### config.mk
export PLATFORM = sky130hd
export DESIGN_NAME = arc_top
export DESIGN_NICKNAME = d
export VERILOG_FILES = /design/src/arc_pkg.sv /design/src/arc_top.sv /design/src/arc_flag.sv /design/src/arc_ets.sv
export VERILOG_INCLUDE_DIRS = /design/src
export SDC_FILE = /design/constraint.sdc
export NUM_CORES = 1
export LEC_CHECK = 0
export BUFFER_PORTS_ARGS = -buffer_cell sky130_fd_sc_hd__buf_2
export CORE_ASPECT_RATIO = 1.75
export CORE_MARGIN = 2
export CORE_UTILIZATION = 50
export CTS_CLUSTER_DIAMETER = 100
export DETAILED_ROUTE_END_ITERATION = 12
export PLACE_DENSITY = 0.73
export SYNTH_ARGS = -nofsm -noshare
export SYNTH_HDL_FRONTEND = slang
export SYNTH_SLANG_ARGS = --single-unit
### constraint.sdc
create_clock -name i_clock -period 2.6 [get_ports i_clock]
set_input_delay 0 -clock i_clock [delete_from_list [all_inputs] [get_ports i_clock]]
set_output_delay 0 -clock i_clock [all_outputs]
set_load 0.03 [all_outputs]
### src/arc_map.svh
`ifndef ARC_MAP_SVH
`define ARC_MAP_SVH
`define ARC_ADDR_CMD 4'h0
`define ARC_ADDR_MODE 4'h1
`define ARC_ADDR_THRESH 4'h2
`define ARC_ADDR_STATUS 4'h3
`define ARC_ADDR_ARM_Q 4'h4
`define ARC_ADDR_TRIG_Q 4'h5
`define ARC_ADDR_DONE_Q 4'h6
`define ARC_ADDR_VIEW 4'h7
`define ARC_ADDR_TSCALE 4'h8
`define ARC_ADDR_SETTINGS 4'h9
`define ARC_ADDR_ERROR 4'hA
`define ARC_CMD_RUN 4'h1
`define ARC_CMD_SINGLE 4'h2
`define ARC_CMD_STOP 4'h3
`define ARC_CMD_CLS 4'h4
`define ARC_CMD_RST 4'h5
`define ARC_CMD_FIT 4'h6
`define ARC_CMD_UNDO 4'h7
`define ARC_ERR_REF 16'h03AB
`define ARC_THR_500N 32'h0000_01F4
`define ARC_THR_1U 32'h0000_03E8
`define ARC_THR_2U 32'h0000_07D0
`define ARC_THR_5U 32'h0000_1388
`define ARC_THR_10U 32'h0000_2710
`define ARC_RST_SETTINGS 16'h000F
`endif

### src/arc_pkg.sv
package arc_pkg;
   typedef enum logic [2:0] {
      ARC_THR_500N_SEL, ARC_THR_1U_SEL, ARC_THR_2U_SEL,
      ARC_THR_5U_SEL, ARC_THR_10U_SEL
   } arc_thresh_e;
   typedef enum logic [1:0] {ARC_RUN, ARC_SINGLE, ARC_STOP} arc_state_e;
   typedef struct packed {
      logic [3:0] addr;
      logic [31:0] wdata;
      logic wr;
      logic rd;
   } arc_bus_s;
   typedef struct packed {
      logic arm;
      logic trig;
      logic done;
   } arc_flags_s;
endpackage

### src/arc_top.sv
// The plain strobed port and the register addresses were chosen for this implementation.
`include "arc_map.svh"
module arc_top (
   input wire logic i_clock,
   input wire logic i_rst_n,
   input wire logic [3:0] i_addr,
   input wire logic [31:0] i_wdata,
   input wire logic i_wr,
   input wire logic i_rd,
   input wire logic i_armed,
   input wire logic i_trigger,
   input wire logic i_sampling_done,
   input wire logic [3:0] i_channel_present,
   input wire logic i_ref_on_req,
   input wire logic i_video_bw_req,
   output logic [31:0] o_rdata,
   output logic o_acquiring,
   output logic o_capture,
   output logic o_ets_enable,
   output logic o_video_bw,
   output logic o_ref_input,
   output logic [15:0] o_settings
);
   import arc_pkg::*;
   arc_bus_s bus;
   arc_flags_s set_flags;
   arc_flags_s clr_flags;
   arc_flags_s flags;
   arc_state_e state_reg;
   arc_thresh_e thresh_reg;
   logic mode_auto_reg;
   logic dist_view_reg;
   logic [31:0] tscale_reg;
   logic [15:0] saved_reg;
   logic saved_valid_reg;
   logic [15:0] err_reg;
   logic ref_reg;
   logic ets_en;
   logic ets_en_d_reg;
   logic [2:0] arm_s_reg, trig_s_reg, done_s_reg;
   logic ref_req_s1, ref_req_reg;
   logic vbw_s1, vbw_reg;
   logic [3:0] ch_s1, ch_reg;
   logic cmd_wr, cls, rst_cmd, fit_ok, undo_ok;
   logic trig_rise, done_rise;

   // command write decode
   function automatic logic cmd_is(input arc_bus_s b, input logic [3:0] c);
      cmd_is = b.wr && b.addr == `ARC_ADDR_CMD && b.wdata[3:0] == c;
   endfunction
   // query read decode
   function automatic logic read_at(input arc_bus_s b, input logic [3:0] a);
      read_at = b.rd && b.addr == a;
   endfunction

   assign bus = '{addr: i_addr, wdata: i_wdata, wr: i_wr, rd: i_rd};
   assign cmd_wr = bus.wr && bus.addr == `ARC_ADDR_CMD;
   assign cls = cmd_is(bus, `ARC_CMD_CLS);
   assign rst_cmd = cmd_is(bus, `ARC_CMD_RST);
   assign fit_ok = cmd_is(bus, `ARC_CMD_FIT)
      && !dist_view_reg;
   assign undo_ok = cmd_is(bus, `ARC_CMD_UNDO)
      && !dist_view_reg && saved_valid_reg;

   // pin synchronisers, third stage for edges
   always_ff @(posedge i_clock or negedge i_rst_n) begin
      if (!i_rst_n) begin
         arm_s_reg <= 3'h0;
         trig_s_reg <= 3'h0;
         done_s_reg <= 3'h0;
         ref_req_s1 <= 1'b0;
         ref_req_reg <= 1'b0;
         vbw_s1 <= 1'b0;
         vbw_reg <= 1'b0;
         ch_s1 <= 4'h0;
         ch_reg <= 4'h0;
      end else begin
         arm_s_reg <= {arm_s_reg[1:0], i_armed};
         trig_s_reg <= {trig_s_reg[1:0], i_trigger};
         done_s_reg <= {done_s_reg[1:0], i_sampling_done};
         ref_req_s1 <= i_ref_on_req;
         ref_req_reg <= ref_req_s1;
         vbw_s1 <= i_video_bw_req;
         vbw_reg <= vbw_s1;
         ch_s1 <= i_channel_present;
         ch_reg <= ch_s1;
      end
   end
   assign trig_rise = trig_s_reg[1] && !trig_s_reg[2];
   assign done_rise = done_s_reg[1] && !done_s_reg[2];

   assign set_flags.arm = arm_s_reg[1] && !arm_s_reg[2];
   assign set_flags.trig = trig_rise;
   assign set_flags.done = done_rise;
   assign clr_flags.arm = cls || read_at(bus, `ARC_ADDR_ARM_Q);
   assign clr_flags.trig = cls || read_at(bus, `ARC_ADDR_TRIG_Q);
   assign clr_flags.done = cls || read_at(bus, `ARC_ADDR_DONE_Q);

   arc_flag u_arm (.i_clock(i_clock), .i_rst_n(i_rst_n),
      .i_set(set_flags.arm), .i_clear(clr_flags.arm), .o_flag(flags.arm));
   arc_flag u_trig (.i_clock(i_clock), .i_rst_n(i_rst_n),
      .i_set(set_flags.trig), .i_clear(clr_flags.trig),
      .o_flag(flags.trig));
   arc_flag u_done (.i_clock(i_clock), .i_rst_n(i_rst_n),
      .i_set(set_flags.done), .i_clear(clr_flags.done),
      .o_flag(flags.done));

   // acquisition state machine
   always_ff @(posedge i_clock or negedge i_rst_n) begin
      if (!i_rst_n) begin
         state_reg <= ARC_RUN;
      end else if (rst_cmd) begin
         state_reg <= ARC_RUN;
      end else if (cmd_is(bus, `ARC_CMD_RUN)) begin
         state_reg <= ARC_RUN;
      end else if (cmd_is(bus, `ARC_CMD_SINGLE)) begin
         state_reg <= ARC_SINGLE;
      end else if (cmd_is(bus, `ARC_CMD_STOP)) begin
         state_reg <= ARC_STOP;
      end else begin
         case (state_reg)
            ARC_SINGLE: if (trig_rise) state_reg <= ARC_STOP;
            ARC_RUN: state_reg <= ARC_RUN;
            ARC_STOP: state_reg <= ARC_STOP;
            default: state_reg <= ARC_STOP;
         endcase
      end
   end

   always_ff @(posedge i_clock or negedge i_rst_n) begin
      if (!i_rst_n) begin
         o_acquiring <= 1'b1;
         o_capture <= 1'b0;
      end else begin
         o_acquiring <= state_reg != ARC_STOP;
         o_capture <= trig_rise && state_reg != ARC_STOP;
      end
   end

   // configuration registers
   always_ff @(posedge i_clock or negedge i_rst_n) begin
      if (!i_rst_n) begin
         mode_auto_reg <= 1'b1;
         thresh_reg <= ARC_THR_500N_SEL;
         dist_view_reg <= 1'b0;
         tscale_reg <= 32'h0000_0000;
      end else if (rst_cmd) begin
         mode_auto_reg <= 1'b1;
         thresh_reg <= ARC_THR_500N_SEL;
         dist_view_reg <= 1'b0;
      end else if (bus.wr) begin
         case (bus.addr)
            `ARC_ADDR_MODE: mode_auto_reg <= bus.wdata[0];
            `ARC_ADDR_THRESH: begin
               if (bus.wdata[2:0] <= 3'h4) begin
                  thresh_reg <= arc_thresh_e'(bus.wdata[2:0]);
               end
            end
            `ARC_ADDR_VIEW: dist_view_reg <= bus.wdata[0];
            `ARC_ADDR_TSCALE: tscale_reg <= bus.wdata;
            default: mode_auto_reg <= mode_auto_reg;
         endcase
      end
   end

   arc_ets u_ets (.i_auto(mode_auto_reg), .i_thresh(thresh_reg),
      .i_tscale_ns(tscale_reg), .o_enable(ets_en));

   always_ff @(posedge i_clock or negedge i_rst_n) begin
      if (!i_rst_n) begin
         ets_en_d_reg <= 1'b0;
         ref_reg <= 1'b0;
         err_reg <= 16'h0000;
      end else begin
         ets_en_d_reg <= ets_en;
         if (ets_en && !ets_en_d_reg && ref_reg) begin
            err_reg <= `ARC_ERR_REF;
         end else if (cls || read_at(bus, `ARC_ADDR_ERROR)) begin
            err_reg <= 16'h0000;
         end
         ref_reg <= ets_en ? 1'b0 : ref_req_reg;
      end
   end

   always_ff @(posedge i_clock or negedge i_rst_n) begin
      if (!i_rst_n) begin
         o_video_bw <= 1'b0;
         o_ets_enable <= 1'b0;
         o_ref_input <= 1'b0;
      end else begin
         o_video_bw <= vbw_reg && !ets_en;
         o_ets_enable <= ets_en;
         o_ref_input <= ref_reg && !ets_en;
      end
   end

   // fit sets channels, save and restore
   always_ff @(posedge i_clock or negedge i_rst_n) begin
      if (!i_rst_n) begin
         o_settings <= `ARC_RST_SETTINGS;
         saved_reg <= `ARC_RST_SETTINGS;
         saved_valid_reg <= 1'b0;
      end else if (rst_cmd) begin
         o_settings <= `ARC_RST_SETTINGS;
         saved_valid_reg <= 1'b0;
      end else if (fit_ok) begin
         saved_reg <= o_settings;
         saved_valid_reg <= 1'b1;
         o_settings <= {o_settings[15:8], 4'hF, ch_reg};
      end else if (undo_ok) begin
         o_settings <= saved_reg;
      end else if (bus.wr && bus.addr == `ARC_ADDR_SETTINGS) begin
         o_settings <= bus.wdata[15:0];
      end
   end

   // read port, values
   always_ff @(posedge i_clock or negedge i_rst_n) begin
      if (!i_rst_n) begin
         o_rdata <= 32'h0000_0000;
      end else if (bus.rd) begin
         case (bus.addr)
            `ARC_ADDR_MODE: o_rdata <= {31'h0, mode_auto_reg};
            `ARC_ADDR_THRESH: o_rdata <= {29'h0, thresh_reg};
            `ARC_ADDR_STATUS: o_rdata <= {25'h0, flags, ets_en,
               dist_view_reg, state_reg};
            `ARC_ADDR_ARM_Q: o_rdata <= {31'h0, flags.arm};
            `ARC_ADDR_TRIG_Q: o_rdata <= {31'h0, flags.trig};
            `ARC_ADDR_DONE_Q: o_rdata <= {31'h0, flags.done};
            `ARC_ADDR_VIEW: o_rdata <= {31'h0, dist_view_reg};
            `ARC_ADDR_TSCALE: o_rdata <= tscale_reg;
            `ARC_ADDR_SETTINGS: o_rdata <= {16'h0, o_settings};
            `ARC_ADDR_ERROR: o_rdata <= {16'h0, err_reg};
            default: o_rdata <= 32'h0000_0000;
         endcase
      end else begin
         o_rdata <= 32'h0000_0000;
      end
   end
endmodule

### src/arc_flag.sv
module arc_flag (
   input wire logic i_clock,
   input wire logic i_rst_n,
   input wire logic i_set,
   input wire logic i_clear,
   output logic o_flag
);
   // sticky, set beats clear
   always_ff @(posedge i_clock or negedge i_rst_n) begin
      if (!i_rst_n) begin
         o_flag <= 1'b0;
      end else if (i_set) begin
         o_flag <= 1'b1;
      end else if (i_clear) begin
         o_flag <= 1'b0;
      end
   end
endmodule

### src/arc_ets.sv
`include "arc_map.svh"
module arc_ets (
   input wire logic i_auto,
   input wire arc_pkg::arc_thresh_e i_thresh,
   input wire logic [31:0] i_tscale_ns,
   output logic o_enable
);
   import arc_pkg::*;
   function automatic logic [31:0] thr_ns(input arc_thresh_e t);
      case (t)
         ARC_THR_500N_SEL: thr_ns = `ARC_THR_500N;
         ARC_THR_1U_SEL: thr_ns = `ARC_THR_1U;
         ARC_THR_2U_SEL: thr_ns = `ARC_THR_2U;
         ARC_THR_5U_SEL: thr_ns = `ARC_THR_5U;
         ARC_THR_10U_SEL: thr_ns = `ARC_THR_10U;
         default: thr_ns = `ARC_THR_500N;
      endcase
   endfunction
   assign o_enable = i_auto && (i_tscale_ns < thr_ns(i_thresh));
endmodule

Yosys cells after proc, flatten, opt, wreduce, memory -nomap -nowiden
Index checks and enable logic that the tools add are counted.
W data, S select, Z words.
Word-level totals
  register bits: 150
  output and inout port bits: 53
  logic and storage cells: 146
  input bits: 49
Cells by class
  reduce and logical (&&, ||, !) cells: 55
  $lt $le $gt $ge: 2
  muxes and demuxes: 34
  bitwise gates (word level): 1
  eq/ne operators: 25
Operators by type and width (number)
  $pmux W32 S10: 1
  $mux W16: 6
  $pmux W14 S4: 1
  $eq A4 B3 Y1 const B: 8
  $lt A32 B14 Y1: 1
  $mux W32: 1
  $logic_and A1 B1 Y1: 25
  $reduce_bool A2 Y1: 10
  $eq A4 B2 Y1 const B: 4
  $mux W1: 15
  $eq A4 B4 Y1 const B: 3
  $mux W3: 4
  $mux W2: 5
  $eq A4 B1 Y1 const B: 2
  $reduce_and A2 Y1: 4
  $eq A3 B2 Y1 const B: 2
  $logic_not A1 Y1: 6
  $ne A6 B6 Y1 const B: 1
  $reduce_and A3 Y1: 2
  $logic_not A4 Y1: 1
  $logic_or A1 B1 Y1: 4
  $ne A2 B2 Y1 const B: 2
  $pmux W2 S2: 1
  $reduce_bool A4 Y1: 1
  other kinds (7): 7

Longest topological paths before layout
  depth in word-level cells: 8
  mapped depth: 11
  gate-level depth less buffers: 11

Modules after synthesis
Synthesis repeated with hierarchy kept, for this count alone.
Unflattened totals
  cells, all modules: 478
  area total of the unflattened synthesis: 5856.9 µm²
Modules (own cells, without submodules)
  arc_top: times used 1, area an instance 5416.4 µm², cells each 426, sequential area each 3315.7 µm²
  arc_ets: times used 1, area an instance 331.6 µm², cells each 43, sequential area each 0.0 µm²
  arc_flag: times used 3, area an instance 36.3 µm², cells each 3, sequential area each 25.0 µm²

Worst setup path after synthesis
OpenSTA, ideal clock, no wires.
  path type: register to register
  from: reg thresh_reg[1]
  to: reg err_reg[8]
  stages on the path, launching flop included: 9
  data arrival time: 2.000 ns
  setup slack: 0.499 ns
  path buffers: 0
  cell sequence: dfrtp_1 -> nor2_1 -> nand2_1 -> ha_1 -> nor4_1 -> nand4_1 -> a2111oi_0 -> o311ai_1 -> o32ai_1
On the way
  word-level cells in the longest chain between the ends: 7
  elaborated cells between the ends (all ways): 11
RTL lines
  start: declaration: line arc_top.sv:30  | arc_thresh_e thresh_reg;
  start signal: assignment: line arc_top.sv:156  | thresh_reg <= arc_thresh_e'(bus.wdata[2:0]);
  $eq A3 B3 Y1 (tied with other cells): line arc_ets.sv:10  | case (t)
  $pmux W14 S4 (*): line arc_ets.sv:10
  $lt A32 B14 Y1 (*): line arc_ets.sv:19  | assign o_enable = i_auto && (i_tscale_ns < thr_ns(i_thresh));
  $logic_and A1 B1 Y1 (*): line arc_ets.sv:19
  $logic_and A1 B1 Y1 (*) (2 in series): line arc_top.sv:176  | if (ets_en && !ets_en_d_reg && ref_reg) begin
  $mux W16 / $reduce_bool A2 Y1 (equally long branches)
  end signal: assignment: line arc_top.sv:177  | err_reg <= `ARC_ERR_REF;
  end: declaration: line arc_top.sv:36  | logic [15:0] err_reg;
Every way passes the cells marked *; elsewhere a longest branch is shown, timed or not.
A chain may end at the register's enable or synchronous reset.

Worst setup path in the final report
Ends and elaborated chain as after synthesis.

==> results.toml <==
[clocking]
tritoncts = "done"
cts_made_buffers = 17
htreeDepth = 4
root_buffer = "clkbuf_16"
post-cts-setup-buffer-count = 0
clock-sinks = 135
path_clk_slew_ps = 60
clkLatencyLatePin_ps = 420
clk_path_buf_depth = 2

[sta]
fin_ws_ps = 204
whs_ps = 59.5
fin_crit_ps = 2400
final_hold_viol_count = 0
fin_crit_sh = 0.922
fmax_mhz = 417
worst_slew_pin_slew_ps = 822
fin_setup_tns_ps = 0
setup_viol = 0
clock_skew_ps = 8.70
drv_slew = 0
relSlewSlack = 0.450
rsz0062_at_grt = "no"

[worst_setup_path]
critical_path.slowest_cell = "dfrtp_1"
critPathMaxFanout = 6
cp_top_family = "compound AO/OA/AOI/OAI gates"
start_kind = "register"
rr_endpoint = "err_reg[8]"
reg2reg_from = "thresh_reg[1]"
crit_arrival_ps = 2710
cp.required_ps = 2920
endpoint_kind = "register"
path_class = "register to register"
critPathBufInv = 1
ff2ff_setup_slack_ps = 200
path_cells = "nor2_2, nand2_1, ha_1, nor4_1, nand4_1, a2111oi_1, o311ai_1, buf_4, o32ai_1"
worst-r2r-cell-count = 9
cpPeakStageDelay_ps = 430

[hold_path]
min_path_cells = 3
worstHoldStart = "i_wr"
holdPathEnd = "dist_view_reg"
min_path_type = "input pin to register"

[logic_synthesis]
synth-seq-area-share = 0.587
yosysWarnings = 0
syn_inst = 504
yosys-top-cells-area = "dfrtp_1 54%, mux2_2 7.2%, nand2_1 5.4%"
synth_top_family_by_area = "simple AND/OR/NAND/NOR gates"
ys_types = 61
synthSimpleGateAreaFrac = 0.160
synth_edf_count = 0
syn-mean-instance-area_um2 = 11.5
synth_top_cell_area_share = 0.541
yosysTopAreaCell = "dfrtp_1"
synthAdderAreaFrac = 0.0195
syn_nets = 562
syn-cell-area_um2 = 5780
synth-async-reset-ratio = 1.00
synth_compound_area_frac = 0.109
synth-seq-cells = 135
synthXorXnorAreaFrac = 0.00152
synth_top_flop_cell = "dfrtp_1"
synth_mux_area_frac = 0.0948

[floorplan]
core_area_um2 = 11500
dieArea_um2 = 12500
start_util = 0.505
die_height_um = 146
num_rows = 52
die_w_um = 85.3
pin_count = 102

[layout]
drive_gt1_frac = 0.306
multi_input_area_um2 = 2220
area.sequential_um2 = 3390
area_delta_synth_final_pct = 29.2
num-fill-cells = 895
final_nets = 709
layout.cells.non_filler = 799
n_antenna_cell = 0

[power]
p_leak_nw = 3.65
p_per_area_nw_per_um2 = 816
power_w = 0.00610
ir_worst_vdd_uv = 557

[global_routing]
grt_pass1_wl_um = 22800
gr-total-overflow = 0
grt_usage = 0.233
grt_pass1_vias = 4689
grt_max_degree = 66
antenna_found_initial = 0

[routing]
firstDrtPassIters = 6
drtIter0Drc = 303
dr_total_vias = 4450
viasPerCell = 5.57
drc = 0
post_drt_wl_per_cell_um = 17.4
ant_nets = 0
wl_um = 13900

[placed_design]
dp.cells = 725
hpwlAfterDp_um = 9690
dp_slack_ps = 158
gp_congestion = 0.892
portBuffers = 101

[job]
maxCapViolations = 0

[run_status]
status = "completed"
==> kinds of logic (layout without fill, tap and decap cells) <==
| kind of cell | after synthesis | in the layout |
|---|---|---|
| AND/OR/NAND/NOR | 182 | 182 |
| flip-flops | 135 | 135 |
| AO/OA/AOI/OAI | 90 | 90 |
| multiplexers | 50 | 50 |
| buffers and inverters | 37 | 197 |
| adder cells (fa/ha/maj) | 9 | 9 |
| XOR/XNOR | 1 | 1 |
==> metrics by stage <==
step,util,area (um^2)
final,0.652,7470
after global routing,0.652,7470
after CTS,0.652,7470
after detailed placement,0.559,6400
after global placement,0.559,6400
after floorplan,-,5780
==> final cells by class <==
type | count | area share
sequential | 135 | 0.454
multi-input combinational | 332 | 0.298
timing repair buffer | 149 | 0.132
clock buffer | 20 | 0.0625
clock inverter | 12 | 0.0233
tap | 135 | 0.0226
inverter | 16 | 0.00804
==> cell usage in the layout, fill, tap and decap left out, drive strengths merged, types with 16 or more instances in the layout <==
cell type	count
buf	107
clkbuf	20
dlygate4sd3	42
dfrtp	125
mux2	38
o21ai	25
and2	23
nor2	27
nand2	84
inv	16
==> where the power goes <==
| part | leakage (nW) | internal [W] | total [W] | switching (W) |
|---|---|---|---|---|
| sequential | 1.69 | 0.00237 | 0.00261 | 0.000239 |
| clock | 0.316 | 0.00168 | 0.00255 | 0.000874 |
| combinational | 1.64 | 0.000398 | 0.000936 | 0.000538 |
==> worst max-delay path by stage <==
stage | start | endpoint | slack, ps | cells after the start
after global routing | thresh_reg[1] | err_reg[8] | 20 | 9
after CTS | thresh_reg[1] | err_reg[8] | 170 | 9
final | thresh_reg[1] | err_reg[8] | 200 | 9
after global placement | thresh_reg[1] | err_reg[8] | 300 | 9
after detailed placement | thresh_reg[1] | err_reg[8] | 160 | 9
after floorplan | thresh_reg[1] | err_reg[8] | 500 | 8
==> metal layers <==
metal	wire length, um	share of wire	GRT usage
met1	5340	0.38	0.264
met2	7460	0.54	0.411
met3	669	0.048	0.0497
met4	408	0.029	0.113
met5	0	0	0
==> worst min-delay path, cell delays in order <==
cell     delay (ps)
buf_2           190
o21ai_0         120
a22o_1          130
==> synthesized netlist by cell type (all sizes together) (3+ instances only) <==
master	n
and2	23
a31oi	5
mux2i	12
nand3	8
dfrtp	125
a2bb2oi	4
a21o	3
nand2	84
a21oi	12
nand4	5
nand2b	7
a222oi	3
nor4	6
o22ai	5
buf	18
nor3	5
or2	3
a22oi	11
ha	9
o21ai	25
nor2b	6
mux2	38
clkbuf	3
a311oi	3
or3	3
dfstp	10
nor2	27
inv	16
==> what timing repair did <==
action                                  4_1_cts  5_1_grt
endpoints found under the hold margin       146        0
hold buffers                                 42        0
resized for setup                             0        2
endpoints found under the setup margin        0        1
Power figures use the tool's default switching activity.
